[src/pkg/cod_pkg.sv]
// constants, opcodes, register map and state types of the opcode decoder
package cod_pkg;

   // processor control opcodes, single-byte except the range check
   localparam logic [7:0] OP_CLR_CARRY = 8'hf8;
   localparam logic [7:0] OP_INV_CARRY = 8'hf5;
   localparam logic [7:0] OP_SET_CARRY = 8'hf9;
   localparam logic [7:0] OP_CLR_DIR = 8'hfc;
   localparam logic [7:0] OP_SET_DIR = 8'hfd;
   localparam logic [7:0] OP_MASK_INT = 8'hfa;
   localparam logic [7:0] OP_UNMASK_INT = 8'hfb;
   localparam logic [7:0] OP_HALT = 8'hf4;
   localparam logic [7:0] OP_WAIT = 8'h9b;
   localparam logic [7:0] OP_LOCK = 8'hf0;
   localparam logic [7:0] OP_NOP = 8'h90;
   localparam logic [7:0] OP_RET_INT = 8'hcf;
   localparam logic [7:0] OP_BOUND = 8'h62;
   // segment override prefix 001rr110
   localparam logic [7:0] SEG_PFX_MASK = 8'he7;
   localparam logic [7:0] SEG_PFX_VAL = 8'h26;

   // clock counts
   localparam logic [7:0] CLK_FLAG = 8'h02;
   localparam logic [7:0] CLK_HALT = 8'h02;
   localparam logic [7:0] CLK_WAIT = 8'h06;
   localparam logic [7:0] CLK_NOP = 8'h03;
   localparam logic [7:0] CLK_LOCK = 8'h02;
   localparam logic [7:0] CLK_SEG_PFX = 8'h02;
   localparam logic [7:0] CLK_RET_INT = 8'h1c;
   localparam logic [7:0] CLK_BOUND = 8'h21;
   localparam logic [7:0] CLK_UNKNOWN = 8'h02;
   localparam logic [7:0] WORD_XFER_CLKS = 8'h04;
   localparam logic [7:0] BOUND_XFERS = 8'h02;
   localparam logic [7:0] BOUND_WORD_ADD = 8'(WORD_XFER_CLKS * BOUND_XFERS);
   localparam logic [2:0] EA_CLKS = 3'h4;

   // addressing-kind, operand-select and segment codes
   localparam logic [1:0] MOD_NODISP = 2'h0;
   localparam logic [1:0] MOD_DISP8 = 2'h1;
   localparam logic [1:0] MOD_DISP16 = 2'h2;
   localparam logic [1:0] MOD_REG = 2'h3;
   localparam logic [2:0] RM_DIRECT = 3'h6;
   localparam logic [2:0] RM_DI_ONLY = 3'h5;
   localparam logic [1:0] SEG_EXTRA = 2'h0;
   localparam logic [1:0] SEG_CODE = 2'h1;
   localparam logic [1:0] SEG_STACK = 2'h2;
   localparam logic [1:0] SEG_DATA = 2'h3;

   // wishbone register byte offsets
   localparam logic [7:0] ADR_BASE_REG = 8'h00;
   localparam logic [7:0] ADR_BASE_PTR = 8'h04;
   localparam logic [7:0] ADR_SRC_IDX = 8'h08;
   localparam logic [7:0] ADR_DEST_IDX = 8'h0c;
   localparam logic [7:0] ADR_CTRL = 8'h10;
   localparam logic [7:0] ADR_STATUS = 8'h14;
   localparam logic [7:0] ADR_ADDR = 8'h18;
   localparam logic [7:0] ADR_REGSEL = 8'h1c;

   typedef enum logic [2:0] {
      S_IDLE = 3'b000,
      S_MODRM = 3'b001,
      S_DLO = 3'b010,
      S_DHI = 3'b011,
      S_EXEC = 3'b100,
      S_PFX = 3'b101
   } cod_state_t;

   typedef struct packed {
      logic [1:0] kind;
      logic [2:0] regf;
      logic [2:0] sel;
   } cod_modrm_t;

   typedef struct packed {
      logic wide;
      logic hi_byte;
      logic [2:0] idx;
   } cod_reg_sel_t;

   typedef struct packed {
      cod_state_t state;
      logic [7:0] cnt;
      logic [2:0] ea_cnt;
      logic [7:0] total;
      logic [7:0] opcode;
      cod_modrm_t modrm;
      logic [15:0] disp;
      logic lock;
      logic ovr;
      logic [1:0] ovr_seg;
      logic carry;
      logic dir;
      logic ie;
      logic unknown;
      logic [15:0] bx;
      logic [15:0] bp;
      logic [15:0] si;
      logic [15:0] di;
      logic word_op;
      logic str_dest;
      logic [15:0] ea;
      logic [1:0] seg;
      logic ea_valid;
      logic done;
      logic ready;
      logic ack;
      logic [31:0] rdat;
   } cod_st_t;

   localparam cod_st_t COD_ST_RST = '0;

endpackage

[src/rtl/cod_reg_dec.sv]
// register field decoder: word register or byte half
`timescale 1ns/1ps
module cod_reg_dec import cod_pkg::*; (
   input wire logic [2:0] field_i,
   input wire logic wide_i,
   output cod_reg_sel_t sel_o
);
   always_comb begin
      sel_o.wide = wide_i;
      if (wide_i) begin
         sel_o.idx = field_i; // RL15
         sel_o.hi_byte = 1'b0;
      end else begin
         // byte halves live in the first four word registers
         sel_o.idx = {1'b0, field_i[1:0]}; // RL15
         sel_o.hi_byte = field_i[2];
      end
   end
endmodule

[src/rtl/cod_ea_unit.sv]
// operand address adder and segment selection
`timescale 1ns/1ps
module cod_ea_unit import cod_pkg::*; (
   input wire cod_modrm_t modrm_i,
   input wire logic [15:0] base_reg_word_i,
   input wire logic [15:0] base_pointer_i,
   input wire logic [15:0] src_index_i,
   input wire logic [15:0] dest_index_i,
   input wire logic [15:0] disp_i,
   input wire logic ovr_valid_i,
   input wire logic [1:0] ovr_seg_i,
   input wire logic string_dest_i,
   output logic [15:0] operand_address_o,
   output logic [1:0] seg_o
);
   logic [15:0] base;
   logic uses_bp;

   always_comb begin
      uses_bp = 1'b0;
      case (modrm_i.sel) // RL10
         3'h0: base = base_reg_word_i + src_index_i;
         3'h1: base = base_reg_word_i + dest_index_i;
         3'h2: begin
            base = base_pointer_i + src_index_i;
            uses_bp = 1'b1;
         end
         3'h3: begin
            base = base_pointer_i + dest_index_i;
            uses_bp = 1'b1;
         end
         3'h4: base = src_index_i;
         3'h5: base = dest_index_i;
         3'h6: begin
            base = base_pointer_i;
            uses_bp = 1'b1;
         end
         default: base = base_reg_word_i;
      endcase
      if (modrm_i.kind == MOD_NODISP && modrm_i.sel == RM_DIRECT) begin
         base = 16'h0000; // RL11
         uses_bp = 1'b0;
      end
      operand_address_o = base + disp_i; // RL10
      if (string_dest_i && modrm_i.sel == RM_DI_ONLY) begin
         seg_o = SEG_EXTRA; // RL17
      end else if (ovr_valid_i) begin
         seg_o = ovr_seg_i; // RL14
      end else if (uses_bp) begin
         seg_o = SEG_STACK; // RL16
      end else begin
         seg_o = SEG_DATA;
      end
   end
endmodule

[src/rtl/cod_opcode_ea_dec.sv]
// processor control opcode decoder with operand address unit
`timescale 1ns/1ps
// How it works
// RL1 - carry clear, invert, set take two clocks
// RL2 - direction clear and set take two clocks
// RL3 - interrupt mask and unmask take two clocks
// RL4 - lock prefix two clocks, locks next instruction
// RL5 - interrupt return takes twenty-eight clocks
// RL6 - range check with addressing byte, 33-35 clocks
// RL7 - word operations add four per transfer
// RL8 - kind 11 makes operand-select a register
// RL9 - kind picks zero, short or long displacement
// RL10 - address from operand-select sum plus displacement
// RL11 - kind 00 select 110 is direct
// RL12 - displacement follows second byte, before immediates
// RL13 - address takes four clocks inside counts
// RL14 - prefix 001rr110 overrides operand segment
// RL15 - register field decode by width bit
// RL16 - base pointer operands default to stack
// RL17 - string destination always uses extra segment; code forces it only when operand-select is 101 (destination index alone)
// RL18 - prefixes cleared when next instruction completes
module cod_opcode_ea_dec import cod_pkg::*; (
   input wire logic clk_i,
   input wire logic rst_i,
   input wire logic ce_i,
   input wire logic wb_cyc_i,
   input wire logic wb_stb_i,
   input wire logic wb_we_i,
   input wire logic [7:0] wb_adr_i,
   input wire logic [31:0] wb_dat_i,
   input wire logic [3:0] wb_sel_i,
   output logic [31:0] wb_dat_o,
   output logic wb_ack_o,
   input wire logic [7:0] byte_i,
   input wire logic byte_valid_i,
   output logic byte_ready_o,
   output logic instr_done_o,
   output logic addr_valid_o,
   output logic [15:0] operand_address_o,
   output logic [1:0] seg_sel_o,
   output logic bus_lock_o,
   output logic carry_flag_o,
   output logic dir_flag_o,
   output logic int_enable_o
);
   cod_st_t st_reg;
   cod_st_t st_next;
   cod_reg_sel_t regf_sel;
   cod_reg_sel_t rmf_sel;
   cod_modrm_t go_modrm;
   logic [15:0] ea_w;
   logic [1:0] seg_w;
   logic [8:0] info;
   logic take;
   logic go_bound;
   logic [7:0] h_cyc_reg;

   function automatic logic [15:0] merge16(input logic [15:0] old,
                                           input logic [15:0] dat,
                                           input logic [1:0] sel);
      logic [15:0] r;
      r = old;
      if (sel[0]) r[7:0] = dat[7:0];
      if (sel[1]) r[15:8] = dat[15:8];
      return r;
   endfunction

   // {known, clocks} of a single-byte instruction
   function automatic logic [8:0] op_info(input logic [7:0] op);
      case (op)
         OP_CLR_CARRY, OP_INV_CARRY, OP_SET_CARRY: op_info = {1'b1, CLK_FLAG};
         OP_CLR_DIR, OP_SET_DIR: op_info = {1'b1, CLK_FLAG};
         OP_MASK_INT, OP_UNMASK_INT: op_info = {1'b1, CLK_FLAG};
         OP_HALT: op_info = {1'b1, CLK_HALT};
         OP_WAIT: op_info = {1'b1, CLK_WAIT};
         OP_NOP: op_info = {1'b1, CLK_NOP};
         OP_RET_INT: op_info = {1'b1, CLK_RET_INT};
         default: op_info = {1'b0, CLK_UNKNOWN};
      endcase
   endfunction

   function automatic logic [7:0] bound_clks(input cod_modrm_t m,
                                             input logic w);
      logic [7:0] c;
      c = CLK_BOUND;
      if (m.kind == MOD_DISP8) begin
         c = c + 8'h01; // RL6
      end else if (m.kind == MOD_DISP16 ||
                   (m.kind == MOD_NODISP && m.sel == RM_DIRECT)) begin
         c = c + 8'h02; // RL6
      end
      if (w) c = c + BOUND_WORD_ADD; // RL7
      return c;
   endfunction

   cod_reg_dec u_regf (
      .field_i(st_reg.modrm.regf),
      .wide_i(st_reg.word_op),
      .sel_o(regf_sel)
   );

   cod_reg_dec u_rmf (
      .field_i(st_reg.modrm.sel),
      .wide_i(st_reg.word_op),
      .sel_o(rmf_sel)
   );

   cod_ea_unit u_ea (
      .modrm_i(st_reg.modrm),
      .base_reg_word_i(st_reg.bx),
      .base_pointer_i(st_reg.bp),
      .src_index_i(st_reg.si),
      .dest_index_i(st_reg.di),
      .disp_i(st_reg.disp),
      .ovr_valid_i(st_reg.ovr),
      .ovr_seg_i(st_reg.ovr_seg),
      .string_dest_i(st_reg.str_dest),
      .operand_address_o(ea_w),
      .seg_o(seg_w)
   );

   assign take = byte_valid_i && st_reg.ready;
   assign info = op_info(byte_i);

   always_comb begin
      st_next = st_reg;
      st_next.done = 1'b0;
      st_next.ea_valid = 1'b0;
      st_next.ack = 1'b0;
      go_bound = 1'b0;
      go_modrm = st_reg.modrm;

      // classic wishbone slave, one wait state, unmapped reads as zero
      if (wb_cyc_i && wb_stb_i && !st_reg.ack) begin
         st_next.ack = 1'b1;
         st_next.rdat = 32'h00000000;
         if (wb_adr_i[7:2] == ADR_BASE_REG[7:2]) begin
            st_next.rdat = {16'h0000, st_reg.bx};
            if (wb_we_i) begin
               st_next.bx = merge16(st_reg.bx, wb_dat_i[15:0], wb_sel_i[1:0]);
            end
         end else if (wb_adr_i[7:2] == ADR_BASE_PTR[7:2]) begin
            st_next.rdat = {16'h0000, st_reg.bp};
            if (wb_we_i) begin
               st_next.bp = merge16(st_reg.bp, wb_dat_i[15:0], wb_sel_i[1:0]);
            end
         end else if (wb_adr_i[7:2] == ADR_SRC_IDX[7:2]) begin
            st_next.rdat = {16'h0000, st_reg.si};
            if (wb_we_i) begin
               st_next.si = merge16(st_reg.si, wb_dat_i[15:0], wb_sel_i[1:0]);
            end
         end else if (wb_adr_i[7:2] == ADR_DEST_IDX[7:2]) begin
            st_next.rdat = {16'h0000, st_reg.di};
            if (wb_we_i) begin
               st_next.di = merge16(st_reg.di, wb_dat_i[15:0], wb_sel_i[1:0]);
            end
         end else if (wb_adr_i[7:2] == ADR_CTRL[7:2]) begin
            st_next.rdat = {30'h00000000, st_reg.str_dest, st_reg.word_op};
            if (wb_we_i && wb_sel_i[0]) begin
               st_next.word_op = wb_dat_i[0];
               st_next.str_dest = wb_dat_i[1];
            end
         end else if (wb_adr_i[7:2] == ADR_STATUS[7:2]) begin
            st_next.rdat = {13'h0000, st_reg.ovr_seg, st_reg.ovr,
                            st_reg.opcode, st_reg.state != S_IDLE,
                            st_reg.unknown, st_reg.seg, st_reg.lock,
                            st_reg.ie, st_reg.dir, st_reg.carry};
         end else if (wb_adr_i[7:2] == ADR_ADDR[7:2]) begin
            st_next.rdat = {14'h0000, st_reg.seg, st_reg.ea};
         end else if (wb_adr_i[7:2] == ADR_REGSEL[7:2]) begin
            st_next.rdat = {8'h00, st_reg.total, 5'h00,
                            st_reg.modrm.kind == MOD_REG, rmf_sel,
                            regf_sel}; // RL8
         end
      end

      case (st_reg.state)
         S_IDLE: begin
            st_next.ready = 1'b1;
            if (take) begin
               st_next.opcode = byte_i;
               st_next.unknown = 1'b0;
               if (byte_i == OP_LOCK) begin
                  st_next.state = S_PFX;
                  st_next.cnt = CLK_LOCK - 8'h01; // RL4
                  st_next.ready = 1'b0;
               end else if ((byte_i & SEG_PFX_MASK) == SEG_PFX_VAL) begin
                  st_next.state = S_PFX; // RL14
                  st_next.cnt = CLK_SEG_PFX - 8'h01;
                  st_next.ready = 1'b0;
               end else if (byte_i == OP_BOUND) begin
                  st_next.state = S_MODRM; // RL6
               end else begin
                  st_next.state = S_EXEC;
                  st_next.total = info[7:0];
                  st_next.cnt = info[7:0] - 8'h01; // RL1 RL2 RL3 RL5
                  st_next.ea_cnt = 3'h0;
                  st_next.unknown = !info[8];
                  st_next.ready = 1'b0;
               end
            end
         end
         S_PFX: begin
            if (st_reg.cnt == 8'h01) begin
               st_next.state = S_IDLE;
               st_next.ready = 1'b1;
               if (st_reg.opcode == OP_LOCK) begin
                  st_next.lock = 1'b1; // RL4
               end else begin
                  st_next.ovr = 1'b1; // RL14
                  st_next.ovr_seg = st_reg.opcode[4:3];
               end
            end else begin
               st_next.cnt = st_reg.cnt - 8'h01;
            end
         end
         S_MODRM: begin
            if (take) begin
               st_next.modrm = byte_i;
               st_next.disp = 16'h0000; // RL9
               go_modrm = byte_i;
               // displacement bytes come right after this byte
               if (byte_i[7:6] == MOD_REG) begin
                  go_bound = 1'b1; // RL8
               end else if (byte_i[7:6] == MOD_NODISP &&
                            byte_i[2:0] != RM_DIRECT) begin
                  go_bound = 1'b1; // RL9
               end else begin
                  st_next.state = S_DLO; // RL12
               end
            end
         end
         S_DLO: begin
            if (take) begin
               st_next.disp = {{8{byte_i[7]}}, byte_i}; // RL9
               if (st_reg.modrm.kind == MOD_DISP8) begin
                  go_bound = 1'b1;
               end else begin
                  st_next.state = S_DHI;
               end
            end
         end
         S_DHI: begin
            if (take) begin
               st_next.disp[15:8] = byte_i; // RL9
               go_bound = 1'b1;
            end
         end
         S_EXEC: begin
            if (st_reg.ea_cnt != 3'h0) begin
               st_next.ea_cnt = st_reg.ea_cnt - 3'h1;
               if (st_reg.ea_cnt == 3'h1) begin
                  st_next.ea = ea_w; // RL13
                  st_next.seg = seg_w;
                  st_next.ea_valid = 1'b1;
               end
            end
            if (st_reg.cnt == 8'h01) begin
               st_next.state = S_IDLE;
               st_next.ready = 1'b1;
               st_next.done = 1'b1;
               st_next.lock = 1'b0; // RL18
               st_next.ovr = 1'b0; // RL18
               case (st_reg.opcode)
                  OP_CLR_CARRY: st_next.carry = 1'b0; // RL1
                  OP_INV_CARRY: st_next.carry = !st_reg.carry; // RL1
                  OP_SET_CARRY: st_next.carry = 1'b1; // RL1
                  OP_CLR_DIR: st_next.dir = 1'b0; // RL2
                  OP_SET_DIR: st_next.dir = 1'b1; // RL2
                  OP_MASK_INT: st_next.ie = 1'b0; // RL3
                  OP_UNMASK_INT: st_next.ie = 1'b1; // RL3
                  default: ;
               endcase
            end else begin
               st_next.cnt = st_reg.cnt - 8'h01;
            end
         end
         default: st_next.state = S_IDLE;
      endcase

      // the address phase is part of the range-check count, not added
      if (go_bound) begin
         st_next.state = S_EXEC;
         st_next.ready = 1'b0;
         st_next.total = bound_clks(go_modrm, st_reg.word_op); // RL6 RL7
         st_next.cnt = st_next.total - 8'h01;
         st_next.ea_cnt = (go_modrm.kind == MOD_REG) ? 3'h0 : EA_CLKS; // RL13
      end
   end

   always_ff @(posedge clk_i) begin
      if (rst_i) begin
         st_reg <= COD_ST_RST;
      end else if (ce_i) begin
         st_reg <= st_next;
      end
   end

   assign wb_dat_o = st_reg.rdat;
   assign wb_ack_o = st_reg.ack;
   assign byte_ready_o = st_reg.ready;
   assign instr_done_o = st_reg.done;
   assign addr_valid_o = st_reg.ea_valid;
   assign operand_address_o = st_reg.ea;
   assign seg_sel_o = st_reg.seg;
   assign bus_lock_o = st_reg.lock;
   assign carry_flag_o = st_reg.carry;
   assign dir_flag_o = st_reg.dir;
   assign int_enable_o = st_reg.ie;

   // enabled clocks since the instruction entered execution
   always_ff @(posedge clk_i) begin
      if (rst_i) begin
         h_cyc_reg <= 8'h00;
      end else if (ce_i) begin
         if (st_next.state == S_EXEC && st_reg.state != S_EXEC) begin
            h_cyc_reg <= 8'h01;
         end else if (st_reg.state != S_IDLE) begin
            h_cyc_reg <= h_cyc_reg + 8'h01;
         end
      end
   end

   a_carry_timing: assert property (@(posedge clk_i) disable iff (rst_i) // RL1
      instr_done_o && st_reg.opcode == OP_SET_CARRY
      |-> carry_flag_o && h_cyc_reg == 8'h02)
      else $error("set carry wrong value or clock count");
   a_dir_timing: assert property (@(posedge clk_i) disable iff (rst_i) // RL2
      instr_done_o && st_reg.opcode == OP_SET_DIR
      |-> dir_flag_o && h_cyc_reg == 8'h02)
      else $error("set direction wrong value or clock count");
   a_int_mask: assert property (@(posedge clk_i) disable iff (rst_i) // RL3
      instr_done_o && st_reg.opcode == OP_MASK_INT
      |-> !int_enable_o && h_cyc_reg == 8'h02)
      else $error("interrupt mask wrong value or clock count");
   a_lock_set: assert property (@(posedge clk_i) disable iff (rst_i) // RL4
      ce_i && st_reg.state == S_PFX && st_reg.opcode == OP_LOCK &&
      st_reg.cnt == 8'h01 |=> bus_lock_o && byte_ready_o)
      else $error("lock prefix did not lock after two clocks");
   a_lock_hold: assert property (@(posedge clk_i) disable iff (rst_i) // RL4
      $fell(bus_lock_o) |-> instr_done_o)
      else $error("bus lock dropped before instruction end");
   a_prefix_clear: assert property (@(posedge clk_i) disable iff (rst_i) // RL18
      instr_done_o |-> !bus_lock_o && !st_reg.ovr)
      else $error("prefix effect survived its instruction");
   a_ret_timing: assert property (@(posedge clk_i) disable iff (rst_i) // RL5
      instr_done_o && st_reg.opcode == OP_RET_INT |-> h_cyc_reg == 8'h1c)
      else $error("interrupt return not 28 clocks");
   a_bound_timing: assert property (@(posedge clk_i) disable iff (rst_i) // RL6
      instr_done_o && st_reg.opcode == OP_BOUND && !st_reg.word_op
      |-> h_cyc_reg >= 8'h21 && h_cyc_reg <= 8'h23)
      else $error("range check outside 33 to 35 clocks");
   a_word_add: assert property (@(posedge clk_i) disable iff (rst_i) // RL7
      instr_done_o && st_reg.opcode == OP_BOUND && st_reg.word_op &&
      st_reg.modrm.kind == MOD_DISP8 |-> h_cyc_reg == 8'h2a)
      else $error("word range check missing transfer clocks");
   a_reg_operand: assert property (@(posedge clk_i) disable iff (rst_i) // RL8
      st_reg.state == S_EXEC && st_reg.modrm.kind == MOD_REG &&
      st_reg.opcode == OP_BOUND |-> !addr_valid_o)
      else $error("register operand produced a memory address");
   a_disp_sign: assert property (@(posedge clk_i) disable iff (rst_i) // RL9
      addr_valid_o && st_reg.modrm.kind == MOD_DISP8
      |-> st_reg.disp[15:8] == {8{st_reg.disp[7]}})
      else $error("short displacement not sign extended");
   a_ea_sum: assert property (@(posedge clk_i) disable iff (rst_i) // RL10
      addr_valid_o && st_reg.modrm.sel == 3'h0 && st_reg.modrm.kind != 2'h0
      |-> operand_address_o == 16'(st_reg.bx + st_reg.si + st_reg.disp))
      else $error("base plus source index address wrong");
   a_ea_direct: assert property (@(posedge clk_i) disable iff (rst_i) // RL11
      addr_valid_o && st_reg.modrm.kind == MOD_NODISP &&
      st_reg.modrm.sel == RM_DIRECT |-> operand_address_o == st_reg.disp)
      else $error("direct address not displacement alone");
   a_disp_order: assert property (@(posedge clk_i) disable iff (rst_i) // RL12
      ce_i && take && st_reg.state == S_MODRM && byte_i[7:6] == MOD_DISP8
      |=> st_reg.state == S_DLO && byte_ready_o)
      else $error("displacement not fetched after second byte");
   a_ea_delay: assert property (@(posedge clk_i) disable iff (rst_i) // RL13
      addr_valid_o |-> h_cyc_reg == 8'h05 && st_reg.state == S_EXEC)
      else $error("address not ready four clocks into execution");
   a_seg_ovr: assert property (@(posedge clk_i) disable iff (rst_i) // RL14
      addr_valid_o && st_reg.ovr && !st_reg.str_dest
      |-> seg_sel_o == st_reg.ovr_seg)
      else $error("segment override ignored");
   a_reg_byte: assert property (@(posedge clk_i) disable iff (rst_i) // RL15
      !st_reg.word_op |-> !regf_sel.idx[2] &&
      regf_sel.hi_byte == st_reg.modrm.regf[2])
      else $error("byte register field decoded wrongly");
   a_bp_stack: assert property (@(posedge clk_i) disable iff (rst_i) // RL16
      addr_valid_o && !st_reg.ovr && st_reg.modrm.sel == 3'h2
      |-> seg_sel_o == SEG_STACK)
      else $error("base pointer operand not in stack segment");
   a_string_es: assert property (@(posedge clk_i) disable iff (rst_i) // RL17
      addr_valid_o && st_reg.str_dest && st_reg.modrm.sel == RM_DI_ONLY
      |-> seg_sel_o == SEG_EXTRA)
      else $error("string destination not in extra segment");
endmodule

[config.mk]
export PLATFORM = sky130hd
export DESIGN_NAME = cod_opcode_ea_dec
export DESIGN_NICKNAME = d
export VERILOG_FILES = /design/src/pkg/cod_pkg.sv /design/src/rtl/cod_reg_dec.sv /design/src/rtl/cod_ea_unit.sv /design/src/rtl/cod_opcode_ea_dec.sv
export SDC_FILE = /design/constraint.sdc
export NUM_CORES = 1
export LEC_CHECK = 0
export BUFFER_PORTS_ARGS = -buffer_cell sky130_fd_sc_hd__buf_2
export CAP_MARGIN = 20
export CORE_ASPECT_RATIO = 0.5
export CORE_MARGIN = 2
export CORE_UTILIZATION = 50
export CTS_CLUSTER_SIZE = 25
export DETAILED_ROUTE_END_ITERATION = 12
export PLACE_DENSITY = 0.76
export SYNTH_ARGS = -nofsm -noshare
export SYNTH_HDL_FRONTEND = slang
export SYNTH_HIERARCHICAL = 1
export SYNTH_SLANG_ARGS = --single-unit
[constraint.sdc]
create_clock -name clk_i -period 13.9 [get_ports clk_i]
set_input_delay 2.78 -clock clk_i [delete_from_list [all_inputs] [get_ports clk_i]]
set_output_delay 2.78 -clock clk_i [all_outputs]
set_load 0.02 [all_outputs]
Word-level counts from Yosys, hierarchy flattened
Index checks and enable logic that the tools add are counted.
{"block": "classes", "add_sub_neg": 10, "n_bitwise": 5, "reduce_logical": 60, "eq_ne": 76, "mux": 81}
{"op": "two-way mux 24 bit", "count": 8}
{"op": "equality test 8 bit (second input constant)", "count": 20}
{"op": "case mux 16 bit (7 select lines)", "count": 1}
{"op": "adder 16 bit", "count": 5}
{"op": "two-way mux 16 bit", "count": 4}
{"op": "two-way mux 8 bit", "count": 7}
{"op": "two-way mux 11 bit", "count": 4}
{"op": "!= test 3 bit (second input constant)", "count": 14}
{"op": "case mux 9 bit (4 select lines)", "count": 1}
{"op": "two-way mux 33 bit", "count": 1}
{"op": "case mux 8 bit (2 select lines)", "count": 2}
{"op": "two-way mux 3 bit", "count": 10}
{"op": "two-way mux 30 bit", "count": 1}
{"op": "AND reduction 5 bit", "count": 6}
{"op": "AND reduction 4 bit", "count": 7}
{"op": "equality test 6 x 3 -> 1 bit (second input constant)", "count": 4}
{"op": "case mux 8 bit (3 select lines)", "count": 1}
{"op": "AND reduction 8 bit", "count": 3}
{"op": "subtractor 8 x 1 -> 8 bit (second input constant)", "count": 3}
{"op": "two-way mux 22 bit", "count": 1}
{"op": "!= test 2 bit (second input constant)", "count": 11}
{"op": "two-way mux 1 bit", "count": 21}
{"op": "AND reduction 7 bit", "count": 3}
{"op": "two-way mux 19 bit", "count": 1}
{"op": "other kinds (38)", "count": 93}
{"block": "totals", "elab_cells": 266, "output_inout_bits": 58, "regBits": 182}

Depth between registers and ports, before layout
{"block": "logic_depth", "depth_word": 14, "depth_mapped": 25, "ltp_nobuf": 23}

Modules after synthesis
Netlist, hierarchy kept.
{"mod": "cod_opcode_ea_dec", "instances": 1, "seq_area_each_um2": 3423.3, "cells_per_inst": 1074, "area_each_um2": 8448.1}
{"mod": "cod_ea_unit", "instances": 1, "seq_area_each_um2": 0.0, "cells_per_inst": 456, "area_each_um2": 3428.3}
{"mod": "cod_reg_dec", "instances": 2, "seq_area_each_um2": 0.0, "cells_per_inst": 5, "area_each_um2": 38.8}

Least setup slack after synthesis
Ideal clock, no wire load.
{"block": "synth_timing", "path_kind": "reg-to-reg", "start": "register st_reg[146] in the netlist's numbering", "end": "register st_reg, in the netlist operand_address_o[15]", "path_buffers": 3, "t_arrival_ns": 4.921, "slack_ns": 8.908, "setup_time_ns": 0.070, "path_stages_with_launch": 25, "path_cell_list": "dfxtp_1 > buf_2 > nor2_1 > and2_0 > clkbuf_1 > buf_2 > mux2_2 > ha_1 > fa_1 > a211oi_2 > o21bai_1 > a21o_1 > xnor2_1 > nor2_1 > a211oi_1 > a211oi_1 > ha_1 > or4_1 > o22a_2 > a211oi_4 > and3_1 > nor3_2 > xnor2_1 > nand2_1 > a21oi_1"}
{"block": "synth_between", "elab_chain_cells": 4}
{"element": "start, declared", "line": "cod_opcode_ea_dec.sv:46", "text": "cod_st_t st_reg;"}
{"element": "start signal, assigned", "line": "cod_opcode_ea_dec.sv:295", "text": "st_reg <= st_next;"}
{"element": "equality test 3 bit, or another cell as far along", "line": "cod_ea_unit.sv:21, cod_ea_unit.sv:40"}
{"element": "case mux 16 bit (7 select lines) / logical AND 1 bit (equally long branches)", "line": "cod_ea_unit.sv:21, cod_ea_unit.sv:40"}
{"element": "two-way mux 16 bit *", "line": "cod_ea_unit.sv:40", "text": "if (modrm_i.kind == MOD_NODISP && modrm_i.sel == RM_DIRECT) begin"}
{"element": "adder 16 bit *", "line": "cod_ea_unit.sv:44", "text": "operand_address_o = base + disp_i;"}
{"element": "net ea_w[15]", "line": "cod_opcode_ea_dec.sv:51", "text": "logic [15:0] ea_w;"}
Mark *: on every way through the listed nets, which the timed path passes. The rest lies on a longest branch.
A chain may end at the register's enable or synchronous reset.

Worst setup path after layout
Ends and elaborated chain as after synthesis.

==> impl_metrics.ini <==
[cts]
cts_made_buffers = 17
cts_tree = done
cts.repair_timing.setup_buffer_count = 0
clk_latency_ns = 0.45
htree_levels = 4
clock-sinks = 171
cts_resized = 0
cts_buffer_depth = 2
cts-hold-fix-buffers = 0
root_buffer = clkbuf_16
clk_pin_slew_ns = 0.07

[detailed_routing]
firstDrtPassIters = 5
drc = 0
vias = 11893
via_per_inst = 6.45
drtIter0Drc = 1383
ant_nets = 0
wirelength_um = 38700
wl_per_cell_um = 21.0

[critical_path]
crit_fanout = 41
slowest_delay_ns = 0.73
cp-start-kind = register
crit_cells = 23
end_kind = register
required_ns = 14.28
critical-path-slowest-cell = a221oi_1
worstPathArrival_ns = 6.71
path_buf_inv = 1
reg2reg_depth = 23
crit_type = register to register
cp_top_family = compound AO/OA/AOI/OAI gates
crit_path_cell_trace = buf_4 -> nor2_1 -> and2_0 -> mux2_2 -> ha_1 -> fa_1 -> a211oi_2 -> o21bai_1 -> a21o_1 -> a31oi_1 -> xnor2_1 -> nand2b_1 -> a221oi_1 -> ha_1 -> a21o_1 -> a21oi_1 -> o21ai_0 -> a211oi_4 -> and3_1 -> nor3_2 -> xnor2_1 -> nand2_1 -> a21oi_1

[yosys]
postSynthCellCount = 1540
synth-main-ff-cell = dfxtp_1
synth-edff-count = 0
ys_seq_area_share_pct = 28.6
synth_top_area_share_pct = 28.6
synth_seq_cells = 171
yosysWarnings = 6
yosys-top-cells-area = dfxtp_1 29%, a21oi_1 7.8%, nand2_1 6.1%
synth_area_per_cell_sq_um = 7.76
synth_area_sq_mm = 0.0120
async_flop_share_pct = 0
ys_types = 93
yosysTopAreaCell = dfxtp_1

[grt]
grt_overflow = 0
grt_pass1_vias = 11012
grt_max_degree = 82
antenna_found_initial = 0
grt_pass1_wl_um = 60500
track_usage_pct = 30.5

[die]
io_pins = 117
die_w_um = 223
core-area_sq_mm = 0.0231
rows = 39
die_y_um = 113
dieArea_sq_mm = 0.0252
start_util_pct = 51.7

[place]
routabilityCongestion = 0.987
port_buffers = 88
place_ws_ns = 7.83
dp_hpwl_um = 27800

[timing]
slew_violations = 0
layout_min_cycle_time_ns = 6.34
finalHoldViolations = 0
max_freq_mhz = 158
setup_viol = 0
setup_tns_ns = 0
relSlewSlack_pct = 26.9
tightest_slew_ns = 1.09
min_period_over_period_pct = 45.6
setup_ws_ns = 7.56
fin_skew_ns = 0.0104
grt_setup_unrepaired = no

[pwr]
switchingPower_mw = 0.273
clkPwrFrac_pct = 46.1
powerDensity_mw_per_mm2 = 84.7
ir_drop_mv = 0.0710
switching_share_pct = 25.4
p_int_mw = 0.805
power_mw = 1.08
p_leak_nw = 4.90
power_frac_seq_pct = 46.3
p_comb_share_pct = 7.6

[cells_and_area]
largest_register_ffs = 122
drive_above_1_share_pct = 14.4
mostFrequentLayoutCells = 194 x nand2_1, 187 x a21oi_1, 170 x dfxtp_1, 138 x o21ai_0, 118 x nor2_1
area_delta_synth_final_pct = 6.48
antenna_cells = 0
mostFrequentLayoutCell = nand2_1
fin_nets = 1639

[hold_path]
whs_path_depth = 2
worst_hold_path_type = register to register

[job]
cap_violations = 0

[run_status]
status = finished clean
-- through the flow --
step	area [sq um]	hold WS (ns)	utilization (%)	std cells
6_report	12700	0.451	55.0	1843
5_1_grt	12700	0.481	55.0	1843
4_1_cts	12700	0.450	55.0	1843
3_5_place_dp	12100	0.441	52.5	1811
3_3_place_gp	12100	0.440	52.5	1811
2_1_floorplan	12000	0.426	-	1549
-- power groups by stage --
| stage | clock network [mW] | logic (mW) | registers (mW) |
|---|---|---|---|
| after global placement | 0 | 0.0779 | 0.509 |
| final | 0.497 | 0.0819 | 0.499 |
| after detailed placement | 0 | 0.0794 | 0.509 |
| after floorplan | 0 | 0.0565 | 0.508 |
| after global routing | 0.518 | 0.0883 | 0.499 |
| after CTS | 0.499 | 0.0797 | 0.498 |
-- cell usage after synthesis, drive strengths merged (5+ instances only) --
cell and count:
dfxtp 171, nor4 11, a22o 9, or3 13, xnor2 18, o221ai 6
buf 78, clkbuf 70, a211oi 29, mux4 6, xor2 14, nand2 194
o21a 13, o21ai 141, nand2b 17, a31oi 15, o211ai 8, nor2 121
o22ai 27, and2 8, a221oi 13, mux2i 45, a22oi 13, a2111oi 5
nor4bb 5, or4 7, o21bai 6, nand3 34, mux2 44, nor3 30
inv 29, a21oi 187, nand4 6, ha 54, and3 7, a21o 16
o31ai 5, nor2b 15
-- cell type report --
type / instances / area [sq um]
clock buffers: 21 / 450
inverters: 29 / 109
clock inverters: 11 / 144
repair buffers: 103 / 556
well taps: 307 / 384
multi-input cells: 1201 / 7660
flip-flops and latches: 171 / 3420
fillers: 2178 / 10400
-- worst min-delay path, cell delays in order, from the launching register on --
cell	delay, ns
dfxtp_1	0.31
nand2_1	0.05
a21oi_1	0.05
-- worst paths after layout --
kind                      from               endpoint  slack, ns
hold reg to reg   wb_dat_o[19]           wb_dat_o[19]       0.45
setup reg to reg   st_reg[146]  operand_address_o[15]       7.56
hold / removal    wb_dat_o[19]           wb_dat_o[19]       0.45
setup / recovery   st_reg[146]  operand_address_o[15]       7.56
-- layer usage --
metal  GRT usage (%)  vias up  share of wire (%)
li1                -     5500                  -
met1            41.8     5636                 44
met2            47.0      672                 44
met3            6.75       85                9.8
met4            12.1        0                2.9
met5               0        -                  0
-- cells by family after synthesis --
kind of cell | count (synthesis) | synth area share, %
AOI/OAI and AO/OA | 520 | 26.8
and+or+nand+nor | 487 | 19.4
buffers and inverters | 177 | 7.61
DFF | 171 | 28.6
muxes | 95 | 9.04
adders and majority gates | 57 | 6.15
xor gates and xnor gates | 32 | 2.34
other | 1 | 0.0314
Note: power is estimated with default switching activity, not from simulation.
